## config.mk

```make
export PLATFORM = sky130hd
export DESIGN_NAME = dsou_top
export DESIGN_NICKNAME = d
export VERILOG_FILES = /design/src/dsou_pkg.sv /design/src/dsou_sync.sv /design/src/dsou_top.sv
export SDC_FILE = /design/constraint.sdc
export NUM_CORES = 1
export LEC_CHECK = 0
export BUFFER_PORTS_ARGS = -buffer_cell sky130_fd_sc_hd__buf_2
export CAP_MARGIN = 10
export CORE_MARGIN = 1.5
export CORE_UTILIZATION = 40
export DETAILED_ROUTE_END_ITERATION = 7
export GPL_TIMING_DRIVEN = 0
export PLACE_DENSITY = 0.7
export SYNTH_ARGS = -nofsm -noshare
export SYNTH_HDL_FRONTEND = slang
export SYNTH_SLANG_ARGS = --single-unit
```

## constraint.sdc

```tcl
create_clock -name clock -period 3.2 [get_ports clock]
set_clock_uncertainty 0.2 [all_clocks]
set_input_delay 0.16 -clock clock [delete_from_list [all_inputs] [get_ports clock]]
set_output_delay 0.16 -clock clock [all_outputs]
set_load 0.05 [all_outputs]
```

## src/dsou_pkg.sv

```systemverilog
package dsou_pkg;

  // ----------------------------------------
  // Register map (byte addresses)
  // ----------------------------------------
  localparam logic [15:0] ADDR_CTL = 16'h02e8;
  localparam logic [15:0] ADDR_STAT = 16'h02ec;
  localparam logic [15:0] ADDR_CNT = 16'h02f0;
  localparam logic [15:0] ADDR_IRQ = 16'h02f4;
  localparam logic [15:0] ADDR_MASK = 16'h02f8;

  // ----------------------------------------
  // Field positions
  // ----------------------------------------
  localparam int CTL_ENA = 0;
  localparam int CTL_SRST = 1;
  localparam int CTL_MODE = 2;
  localparam int CTL_START = 3;
  localparam int CTL_CLRPL = 4;
  localparam int CTL_SRC = 5;
  localparam int STAT_BUSY = 0;
  localparam int STAT_LOADED = 1;
  localparam int STAT_TERR = 5;
  localparam int STAT_FERR = 6;
  localparam int IRQ_DONE = 0;
  localparam int IRQ_TERR = 1;
  localparam int IRQ_FERR = 2;

  // ----------------------------------------
  // Reset values
  // ----------------------------------------
  localparam logic [15:0] CNT_RST = 16'h0001;
  localparam logic [2:0] MASK_RST = 3'h0;

  // ----------------------------------------
  // Timing
  // ----------------------------------------
  localparam int CLK_PERIOD_PS = 25000;
  localparam int LOAD_LOW_NS = 50;
  localparam int LOAD_LOW_RAW = (LOAD_LOW_NS * 1000 + CLK_PERIOD_PS - 1) / CLK_PERIOD_PS;
  localparam logic [3:0] LOAD_LOW_CYC = 4'((LOAD_LOW_RAW < 1) ? 1 : LOAD_LOW_RAW);

  // ----------------------------------------
  // Types
  // ----------------------------------------
  typedef enum logic [1:0] {
    DSOU_IDLE = 2'b00,
    DSOU_BURST = 2'b01,
    DSOU_HALT = 2'b10
  } dsou_state_t;

  typedef struct packed {
    logic cyc;
    logic stb;
    logic we;
    logic [3:0] sel;
    logic [15:0] adr;
    logic [31:0] dat;
  } dsou_wb_req_t;

  typedef struct packed {
    logic valid;
    logic [7:0] idx;
    logic [15:0] data;
  } dsou_dac_wr_t;

endpackage : dsou_pkg

```

## src/dsou_sync.sv

```systemverilog
`timescale 1ns/1ps
module dsou_sync #(
  parameter int W = 3
) (
  input logic clock,
  input logic rst,
  input logic [W-1:0] din,
  output logic [W-1:0] level
);

  // ----------------------------------------
  // Three stages; level moves once stages two and three agree
  // ----------------------------------------
  genvar i;
  generate
    for (i = 0; i < W; i++) begin : g_bit
      logic s1_ff, s2_ff, s3_ff, lvl_ff;
      always_ff @(posedge clock) begin
        if (rst) begin
          s1_ff <= 1'b0;
          s2_ff <= 1'b0;
          s3_ff <= 1'b0;
          lvl_ff <= 1'b0;
        end else begin
          s1_ff <= din[i];
          s2_ff <= s1_ff;
          s3_ff <= s2_ff;
          if (s2_ff == s3_ff) begin
            lvl_ff <= s3_ff;
          end
        end
      end
      assign level[i] = lvl_ff;
    end
  endgenerate

endmodule : dsou_sync

```

## src/dsou_top.sv

```systemverilog
// What this block does
// RULE1: Writing pre-load clear marks all DACs unloaded; the bit reads back zero.
// RULE2: Unloaded DACs refill automatically once FIFO data is present.
// RULE3: Writing start launches a Normal-mode burst; the bit reads back zero.
// RULE4: Software enables the unit before writing start.
// RULE5: Software may check FIFO level before starting.
// RULE6: Mode bit: 0 Normal, 1 Frame; read/write, resets to 0.
// RULE7: Normal mode: burst of set length from first conversion clock edge after start.
// RULE8: Frame mode: burst of set length from next conversion edge after each trigger.
// RULE9: Soft reset clears internal state, keeps registers; bit reads back zero.
// RULE10: Enable bit switches unit on or off; resets to 0.
// RULE11: Unit moves data to DACs and drives active-low load strobe.
// RULE12: Enabled and not fully loaded, move FIFO data into DACs, unless in error.
// RULE13: On error, stop transfers and load strobes.
// RULE14: After error, software reads status, then disables.
// RULE15: Clearing enable resets the internal state.
// RULE16: Trigger before burst completes sets frame error, aborts and stops.
// RULE17: Conversion edge violating DAC timing sets timing error, aborts and stops.
// RULE18: In Frame mode the conversion clock is phase locked to the trigger.
// RULE19: Start while disabled or in Frame mode has no effect.
//
// The Wishbone slave port is this design's own decision.
`timescale 1ns/1ps
module dsou_top #(
  parameter int DAC_WORDS = 16
) (
  input logic clock,
  input logic rst,
  input dsou_pkg::dsou_wb_req_t wb_req,
  output logic [31:0] wb_dat_o,
  output logic wb_ack_o,
  input logic fifo_valid,
  input logic [15:0] fifo_data,
  output logic fifo_ready,
  input logic conv_clk1,
  input logic conv_clk2,
  input logic frame_trig,
  output dsou_pkg::dsou_dac_wr_t dac_wr,
  output logic dac_load_strobe_n,
  output logic irq
);

  localparam int LW = $clog2(DAC_WORDS + 1);
  localparam logic [LW-1:0] FULL = LW'(DAC_WORDS);

  // ----------------------------------------
  // State
  // ----------------------------------------
  logic output_unit_enable_ff, output_unit_mode_select_ff, src_ff;
  logic [15:0] count_ff, remain_ff, nxt_remain;
  logic [2:0] irq_st_ff, mask_ff, nxt_irq_st;
  logic conversion_timing_error_ff, frame_overrun_error_ff;
  dsou_pkg::dsou_state_t state_ff, nxt_state;
  logic [LW-1:0] ld_ff, nxt_ld;
  logic rdy_ff, nxt_rdy;
  dsou_pkg::dsou_dac_wr_t dac_wr_ff;
  logic [3:0] low_ff, nxt_low;
  logic dac_load_strobe_n_n_ff, ack_ff, irq_ff;
  logic [31:0] rdat_ff, rd_word;
  logic conv_d_ff, frm_d_ff;
  logic [2:0] pin_lvl;

  // ----------------------------------------
  // Bus decode
  // ----------------------------------------
  wire acc = wb_req.cyc & wb_req.stb & ~ack_ff;
  wire wr = acc & wb_req.we;
  wire rd = acc & ~wb_req.we;
  wire [13:0] widx = wb_req.adr[15:2];
  wire hit_ctl = widx == dsou_pkg::ADDR_CTL[15:2];
  wire hit_stat = widx == dsou_pkg::ADDR_STAT[15:2];
  wire hit_cnt = widx == dsou_pkg::ADDR_CNT[15:2];
  wire hit_irq = widx == dsou_pkg::ADDR_IRQ[15:2];
  wire hit_mask = widx == dsou_pkg::ADDR_MASK[15:2];
  wire wr_ctl = wr & hit_ctl & wb_req.sel[0];
  wire irq_clr = rd & hit_irq;

  // ----------------------------------------
  // Control strobes
  // ----------------------------------------
  wire w_ena = wr_ctl ? wb_req.dat[dsou_pkg::CTL_ENA] : output_unit_enable_ff;
  wire output_unit_soft_reset = wr_ctl & wb_req.dat[dsou_pkg::CTL_SRST]; // [RULE9]
  wire preload_status_clear = wr_ctl & wb_req.dat[dsou_pkg::CTL_CLRPL]; // [RULE1]
  wire err = conversion_timing_error_ff | frame_overrun_error_ff;
  // Internal state is held cleared while disabled or on soft reset
  wire kill = ~output_unit_enable_ff | output_unit_soft_reset; // [RULE15] [RULE9]
  wire live = output_unit_enable_ff & ~err;
  wire bursting = state_ff == dsou_pkg::DSOU_BURST;
  // Start only counts when already enabled and in Normal mode
  wire normal_conversion_start = wr_ctl & wb_req.dat[dsou_pkg::CTL_START] & live & ~output_unit_mode_select_ff; // [RULE4] [RULE19]

  // ----------------------------------------
  // Pin inputs
  // ----------------------------------------
  dsou_sync #(
    .W(3)
  ) u_sync (
    .clock(clock),
    .rst(rst),
    .din({frame_trig, conv_clk2, conv_clk1}),
    .level(pin_lvl)
  );

  wire conv_lvl = src_ff ? pin_lvl[1] : pin_lvl[0];
  wire conv_evt = conv_lvl & ~conv_d_ff;
  wire frame_evt = pin_lvl[2] & ~frm_d_ff;

  // ----------------------------------------
  // Conversion core
  // ----------------------------------------
  wire loaded = ld_ff == FULL;
  wire strobing = low_ff != 4'h0;
  wire take = fifo_valid & rdy_ff; // [RULE12]
  wire fire = live & bursting & conv_evt & loaded & ~strobing; // [RULE7] [RULE8]
  wire t_viol = live & bursting & conv_evt & (~loaded | strobing); // [RULE17]
  wire f_viol = live & output_unit_mode_select_ff & bursting & frame_evt; // [RULE16]
  wire f_arm = live & output_unit_mode_select_ff & ~bursting & frame_evt; // [RULE8]
  wire last = fire & (remain_ff == 16'h0001);
  wire viol = t_viol | f_viol;
  wire nxt_err = ~kill & (err | viol);

  always_comb begin
    nxt_state = state_ff;
    case (state_ff)
      dsou_pkg::DSOU_IDLE: begin
        if ((normal_conversion_start | f_arm) & (count_ff != 16'h0000)) begin
          nxt_state = dsou_pkg::DSOU_BURST; // [RULE3] [RULE8]
        end
      end
      dsou_pkg::DSOU_BURST: begin
        if (viol) begin
          nxt_state = dsou_pkg::DSOU_HALT; // [RULE16] [RULE17]
        end else if (last) begin
          nxt_state = dsou_pkg::DSOU_IDLE;
        end
      end
      default: begin
        nxt_state = dsou_pkg::DSOU_HALT;
      end
    endcase
    if (kill) begin
      nxt_state = dsou_pkg::DSOU_IDLE;
    end
  end

  assign nxt_remain = (kill | viol) ? 16'h0000 :
                      (nxt_state == dsou_pkg::DSOU_BURST && !bursting) ? count_ff :
                      fire ? remain_ff - 16'h0001 : remain_ff;

  // Conversion consumes the loaded set; clear forgets it
  assign nxt_ld = (kill | preload_status_clear | fire) ? '0 : take ? ld_ff + LW'(1) : ld_ff; // [RULE1]

  // Refill whenever enabled, error free and short of a full set
  assign nxt_rdy = w_ena & ~kill & ~nxt_err & (nxt_ld < FULL); // [RULE2] [RULE12] [RULE13]

  // Error stops a strobe in flight
  assign nxt_low = (kill | viol) ? 4'h0 : fire ? dsou_pkg::LOAD_LOW_CYC : strobing ? low_ff - 4'h1 : 4'h0; // [RULE13]

  assign nxt_irq_st = (irq_clr ? 3'h0 : irq_st_ff) | {f_viol, t_viol, last};

  always_ff @(posedge clock) begin
    if (rst) begin
      state_ff <= dsou_pkg::DSOU_IDLE;
      remain_ff <= 16'h0000;
      ld_ff <= '0;
      rdy_ff <= 1'b0;
      low_ff <= 4'h0;
      dac_load_strobe_n_n_ff <= 1'b1;
      dac_wr_ff <= '0;
    end else begin
      state_ff <= nxt_state;
      remain_ff <= nxt_remain;
      ld_ff <= nxt_ld;
      rdy_ff <= nxt_rdy;
      low_ff <= nxt_low;
      dac_load_strobe_n_n_ff <= nxt_low == 4'h0; // [RULE11]
      dac_wr_ff.valid <= take; // [RULE11]
      dac_wr_ff.idx <= 8'(ld_ff);
      dac_wr_ff.data <= fifo_data;
    end
  end

  // ----------------------------------------
  // Error flags and pin edges
  // ----------------------------------------
  always_ff @(posedge clock) begin
    if (rst) begin
      conversion_timing_error_ff <= 1'b0;
      frame_overrun_error_ff <= 1'b0;
      conv_d_ff <= 1'b0;
      frm_d_ff <= 1'b0;
    end else begin
      conversion_timing_error_ff <= ~kill & (conversion_timing_error_ff | t_viol); // [RULE17]
      frame_overrun_error_ff <= ~kill & (frame_overrun_error_ff | f_viol); // [RULE16]
      conv_d_ff <= conv_lvl;
      frm_d_ff <= pin_lvl[2];
    end
  end

  // ----------------------------------------
  // Registers
  // ----------------------------------------
  always_ff @(posedge clock) begin
    if (rst) begin
      output_unit_enable_ff <= 1'b0; // [RULE10]
      output_unit_mode_select_ff <= 1'b0; // [RULE6]
      src_ff <= 1'b0;
      count_ff <= dsou_pkg::CNT_RST;
      mask_ff <= dsou_pkg::MASK_RST;
      irq_st_ff <= 3'h0;
      irq_ff <= 1'b0;
    end else begin
      if (wr_ctl) begin
        output_unit_enable_ff <= wb_req.dat[dsou_pkg::CTL_ENA]; // [RULE10]
        output_unit_mode_select_ff <= wb_req.dat[dsou_pkg::CTL_MODE]; // [RULE6]
        src_ff <= wb_req.dat[dsou_pkg::CTL_SRC];
      end
      if (wr & hit_cnt & wb_req.sel[0]) begin
        count_ff[7:0] <= wb_req.dat[7:0];
      end
      if (wr & hit_cnt & wb_req.sel[1]) begin
        count_ff[15:8] <= wb_req.dat[15:8];
      end
      if (wr & hit_mask & wb_req.sel[0]) begin
        mask_ff <= wb_req.dat[2:0];
      end
      irq_st_ff <= nxt_irq_st;
      irq_ff <= |(nxt_irq_st & mask_ff);
    end
  end

  // ----------------------------------------
  // Bus answer
  // ----------------------------------------
  // Self-clearing controls always read as zero
  assign rd_word = hit_ctl ? {26'h0, src_ff, 2'h0, output_unit_mode_select_ff, 1'b0, output_unit_enable_ff} :
                   hit_stat ? {25'h0, frame_overrun_error_ff, conversion_timing_error_ff, 3'h0, loaded, bursting} :
                   hit_cnt ? {16'h0, count_ff} :
                   hit_irq ? {29'h0, irq_st_ff} :
                   hit_mask ? {29'h0, mask_ff} : 32'h0;

  always_ff @(posedge clock) begin
    if (rst) begin
      ack_ff <= 1'b0;
      rdat_ff <= 32'h0;
    end else begin
      ack_ff <= acc;
      if (rd) begin
        rdat_ff <= rd_word;
      end
    end
  end

  assign wb_dat_o = rdat_ff;
  assign wb_ack_o = ack_ff;
  assign fifo_ready = rdy_ff;
  assign dac_wr = dac_wr_ff;
  assign dac_load_strobe_n = dac_load_strobe_n_n_ff;
  assign irq = irq_ff;
endmodule : dsou_top

```

Word-level counts from Yosys, hierarchy flattened
Index checks and enable logic that the tools add are counted.
- bits in registers: 129
- latch bits: 0
- RAM bits: 0
- bits in read-only memories: 0
- input port bits: 77
- output and inout port bits: 61
- word-level logic and storage cells: 145
- memories kept: 0
- $add $sub $neg: 3
- $mul: 0
- div/mod/pow operators: 0
- order comparisons: 1
- equality and inequality tests: 12
- shift-type cells: 0
- mux-type cells: 20
- bitwise logic cells: 64
- reductions and logical operators: 9
- operator list (cell ; count):
    $mux 16 ; 5
    $eq 14x8->1 const B ; 5
    $and 1x1->1 ; 39
    $eq 16x1->1 const B ; 1
    $reduce_bool 16->1 ; 1
    $sub 16x1->16 const B ; 1
    $mux 4 ; 3
    $not 1->1 ; 12
    $or 1x1->1 ; 11
    $mux 5 ; 2
    $mux 3 ; 3
    $mux 2 ; 4
    $add 5x1->5 const B ; 1
    $eq 5x5->1 const B ; 1
    $lt 5x5->1 const B ; 1
    $eq 2x1->1 const B ; 2
    $logic_not 4->1 ; 1
    $pmux 2 s2 ; 1
    $reduce_bool 4->1 ; 1
    $sub 4x1->4 const B ; 1
    $and 3x3->3 ; 1
    $eq 1x1->1 ; 3
    $or 3x3->3 ; 1
    $reduce_or 3->1 ; 1
    6 further kinds ; 7

Longest topological paths before layout
- depth in word-level cells: 16
- depth in mapped cells: 9
- mapped depth without buffers: 8

Modules after synthesis
Synthesis repeated with hierarchy kept, for this count alone.
- cells, all modules: 509
- area, all modules: 4765.8 µm²
- by module, submodules not included (module ; times used ; cells an instance ; area each (µm²) ; seq. area each (µm²)):
    dsou_top ; 1 ; 475 ; 4355.4 ; 1961.9
    dsou_sync ; 1 ; 34 ; 410.4 ; 240.2

Worst setup path after synthesis
OpenSTA, ideal clock, no wires.
- path kind: reg2reg
- start: register low_ff[0]
- end: register remain_ff[5]
- library setup time: 0.079 ns
- arrival time: 1.959 ns
- required time: 2.921 ns
- path slack: 0.961 ns
- stages on the path, launching flop included: 9
- buffers on the path: 0
- period minus slack after synthesis: 2.239 ns
- cell sequence: dfxtp_1 inv_1 ha_1 nor3b_2 nand3_1 or4_4 nor4_2 xnor2_1 a211oi_2
- word-level cells in the longest chain between the ends: 11
- elaborated cells between the ends (all ways): 17
- classes of those cells: eq/ne: 1; mux: 5; bitwise: 7; reduce/logical: 4
- ends and longest elaborated chain (what ; line ; RTL):
    start, declared ; dsou_top.sv:57 ; logic [3:0] low_ff, nxt_low;
    start signal, assigned ; dsou_top.sv:175 ; low_ff <= nxt_low;
    $reduce_bool 4->1 (*) ; dsou_top.sv:112 ; wire strobing = low_ff != 4'h0;
    $not 1->1 ; dsou_top.sv:114 ; wire fire = live & bursting & conv_evt & loaded & ~strobing;
    $and 1x1->1 ; dsou_top.sv:114 ;
    $and 1x1->1 ; dsou_top.sv:118 ; wire last = fire & (remain_ff == 16'h0001);
    $mux 2 ; dsou_top.sv:133 ; end else if (last) begin
    $mux 2 ; dsou_top.sv:131 ; if (viol) begin
    $pmux 2 s2 ; dsou_top.sv:124 ; case (state_ff)
    $mux 2 ; dsou_top.sv:141 ; if (kill) begin
    $eq 2x1->1 ; dsou_top.sv:147 ; (nxt_state == dsou_pkg::DSOU_BURST && !bursting) ? count_ff :
    $logic_and 1x1->1 ; dsou_top.sv:147 ;
    $mux 16 / $reduce_bool 2->1 (equally long branches) ; - ;
    end signal, assigned ; dsou_top.sv:172 ; remain_ff <= nxt_remain;
    end, declared ; dsou_top.sv:50 ; logic [15:0] count_ff, remain_ff, nxt_remain;
Every way passes the cells marked *; elsewhere a longest branch is shown, timed or not.
A chain may end at the register's enable or synchronous reset.

Worst setup path in the final report
- start: register low_ff[0]
- end: register irq_ff (netlist: irq)
- word-level cells in the longest chain between the ends: 7
- elaborated cells between the ends (all ways): 9
- classes of those cells: bitwise: 7; reduce/logical: 2
- ends and longest elaborated chain (what ; line ; RTL):
    $reduce_bool 4->1 (*) ; dsou_top.sv:112 ;
    $not 1->1 ; dsou_top.sv:114 ;
    $and 1x1->1 ; dsou_top.sv:114 ;
    $and 1x1->1 ; dsou_top.sv:118 ;
    $or 3x3->3 (*) ; dsou_top.sv:159 ; assign nxt_irq_st = (irq_clr ? 3'h0 : irq_st_ff) | {f_viol, t_viol, last};
    $and 3x3->3 (*) ; dsou_top.sv:228 ; irq_ff <= |(nxt_irq_st & mask_ff);
    $reduce_or 3->1 (*) ; dsou_top.sv:228 ;
    end signal, assigned ; dsou_top.sv:228 ;
    end, declared ; dsou_top.sv:58 ; logic dac_load_strobe_n_n_ff, ack_ff, irq_ff;
Marked as above.

==> flow_metrics.tcl <==
set metrics [dict create \
    yosysTopAreaCell "dfxtp_1" \
    worstSetupPathType "reg -> reg" \
    critPathBufInv 1 \
    p_switching_mw 0.718 \
    crit_arrival_ns 2.92 \
    power_density_nw_per_um2 466 \
    timing.final.crit_share 0.890 \
    p_clk_frac 0.417 \
    route.vias.total 4208 \
    setup_tns_ns 0 \
    synth_most_common_cell "dfxtp_1" \
    dp_hpwl_mm 8.84 \
    fp.dieW_um 111 \
    drc_errors 0 \
    leakagePower_nw 2.61 \
    status "completed" \
    intPower_mw 2.11 \
    yosysSeqAreaShare 0.474 \
    path_clk_slew_ns 0.08 \
    post_drt_wl_per_cell_um 15.4 \
    crit_path_max_incr_delay_ns 0.48 \
    reg2reg_from "low_ff[0]" \
    worst_ep_required_time_ns 3.27 \
    synthArstFlopShare 0 \
    gr-total-overflow 0 \
    finalCoreUtilization 0.534 \
    hold_depth 4 \
    dpl-instance-area_um2 5370 \
    synth-main-ff-cell "dfxtp_1" \
    num-nets-final 747 \
    synthToLayoutAreaGrowth_pct 30.6 \
    maxSlewHeadroom 0.534 \
    grt.busiest_layer "met2" \
    ant_nets 0 \
    gr-usage-met1 0.241 \
    grtUsageMet2 0.353 \
    io_buffers 96 \
    path_max_fanout 9 \
    synth-seq-cells 110 \
    core_area_um2 11400 \
    endpoint_kind "flip-flop" \
    vias_per_cell 5.18 \
    tightest_slew_ns 0.693 \
    max_freq_mhz 351 \
    ys_types 57 \
    cts_resized 0 \
    syn-instance-count 501 \
    num_io_pins 138 \
    synth_top_area_share 0.474 \
    slew_viol_final 0 \
    hold_viol_final 0 \
    antenna_found_initial 0 \
    switching_share 0.254 \
    cp-start-kind "flip-flop" \
    rows 39 \
    crit_chain "inv_1 -> ha_1 -> nor3b_2 -> nand3_1 -> nor2_1 -> nand4_1 -> o221a_2 -> o2bb2ai_1" \
    ir_drop_v 0.000310 \
    hold_end "wb_dat_o[2]" \
    routed_wl_mm 12.5 \
    avgSynthCellArea_um2 9.28 \
    p_total_mw 2.83 \
    htree_levels 3 \
    initial_utilization 0.409 \
    postCtsSetupBuffers 0 \
    stdcell_area_um2 6070 \
    use_met3 0.0541 \
    yosys-top-cells-count "dfxtp_1 (110), nor2_1 (80), nor2b_1 (33)" \
    power.share.sequential 0.492 \
    rrSetupSlack_ns 0.35 \
    cts.path.max_buffers 2 \
    grt_pass1_vias 4162 \
    hold_path_class "in -> reg" \
    drt_iter0_drc 205 \
    layout_min_cycle_time_ns 2.85 \
    fp.dieH_um 111 \
    reg2reg_depth 8 \
    clk_latency_ns 0.36 \
    cts_tree "built" \
    critPathSlowestCell "nor3b_2" \
    reg2reg_to "irq" \
    grt_pass1_wl_mm 20.3 \
    drv_cap 0 \
    track_usage 0.205 \
    antenna_cells 0 \
    grt_setup_unrepaired "no" \
    netlist_top_cells_area "dfxtp_1 (47%), nor2_1 (6.5%), mux2i_1 (5.4%)" \
    cts_buffers 9 \
    gp_congestion 0.919 \
    critical-path-top-delay-family "simple AND/OR/NAND/NOR gates" \
    first_pass_iters 5 \
    hp-start "wb_req[52]" \
    drive_above_1_share 0.245 \
    combPwrFrac 0.091 \
    cts_root_buffer "clkbuf_16" \
    ctsHoldBuffers 38 \
    grt_max_degree 21 \
    synthesis.area_um2 4650 \
    numClockSinks 110 \
    yosysWarnings 0 \
    fin_hold_ws_ns 0.0569 \
    synth_edf_count 0 \
    die_area_um2 12300 \
    setup_violations 0 \
]
[cell type report]
type / count / area (um^2)
fill: 1004 / 5300
multi-input combinational: 353 / 2210
sequential: 110 / 2200
timing repair buffer: 134 / 861
buffer: 43 / 249
clock buffer: 9 / 225
tap: 143 / 179
clock inverter: 7 / 87.6
inverter: 13 / 48.8
[tightest hold or removal path: cells and delay by family]
kind                   cells  cell delay (ns)
and+or+nand+nor            3             0.29
buffers and inverters      1             0.13
[power groups by stage]
stage                     Combinational [mW]  Sequential (mW)  Clock (mW)
after detailed placement               0.220             1.42           0
after global placement                 0.217             1.42           0
after global routing                   0.273             1.39        1.25
after CTS                              0.255             1.39        1.19
final                                  0.259             1.39        1.18
after floorplan                        0.109             1.47           0
[stage by stage]
step	worst slack (ns)	instances
floorplan	0.961	519
global placement	0.456	758
detailed placement	0.382	758
CTS	0.356	812
global route	0.142	812
finish	0.352	812
[per-layer routing]
layer	share of wire	vias to the layer above
li1	-	2024
met1	0.42	1990
met5	0	-
met4	0.020	0
met3	0.067	25
met2	0.49	169
[worst max-delay path by stage]
stage	start	endpoint	slack, ns	cells past startpoint
floorplan	low_ff[0]	remain_ff[5]	0.96	8
global placement	low_ff[0]	irq	0.46	8
detailed placement	low_ff[0]	irq	0.38	8
CTS	low_ff[0]	irq	0.36	8
global route	low_ff[0]	irq	0.14	8
finish	low_ff[0]	irq	0.35	8
[logic make-up after synthesis]
logic type | Yosys count | share of synthesized area
compound gates | 72 | 0.105
xor+xnor | 16 | 0.0302
buf+inv | 56 | 0.0641
simple gates | 214 | 0.254
fa+ha+maj | 6 | 0.0162
mux | 26 | 0.0563
flops | 110 | 0.474
other cells | 1 | 0.000807
[sequential cells by signal, indices dropped and copies added (netlist names), 2 cells and up]
signal,count
count_ff,16
dac_wr,22
irq_st_ff,3
ld_ff,5
low_ff,4
mask_ff,3
remain_ff,16
state_ff,2
u_sync.g_bit.lvl_ff,3
u_sync.g_bit.s1_ff,3
u_sync.g_bit.s2_ff,3
u_sync.g_bit.s3_ff,3
wb_dat_o,16
[layout by cell type, fill, tap and decap left out, types with 3 or more instances in the layout]
master           n
a211oi_1         4
nor2_1          80
a221oi_1         3
clkbuf_1        16
xor2_1           9
nand3b_1         4
nor4_2           3
clkbuf_16        9
a21oi_1         23
xnor2_1          7
nand4_1          9
or2_2            5
nor4_1          10
nor2b_1         33
nand3_1          8
dfxtp_1        110
inv_1           13
o21ai_0         10
nor3_1          17
a22oi_1         17
mux2i_1         25
buf_4           19
ha_1             6
dlygate4sd3_1   38
nand2_1         19
conb_1          19
buf_2          103
No activity file was read; power rests on OpenSTA's default activity.
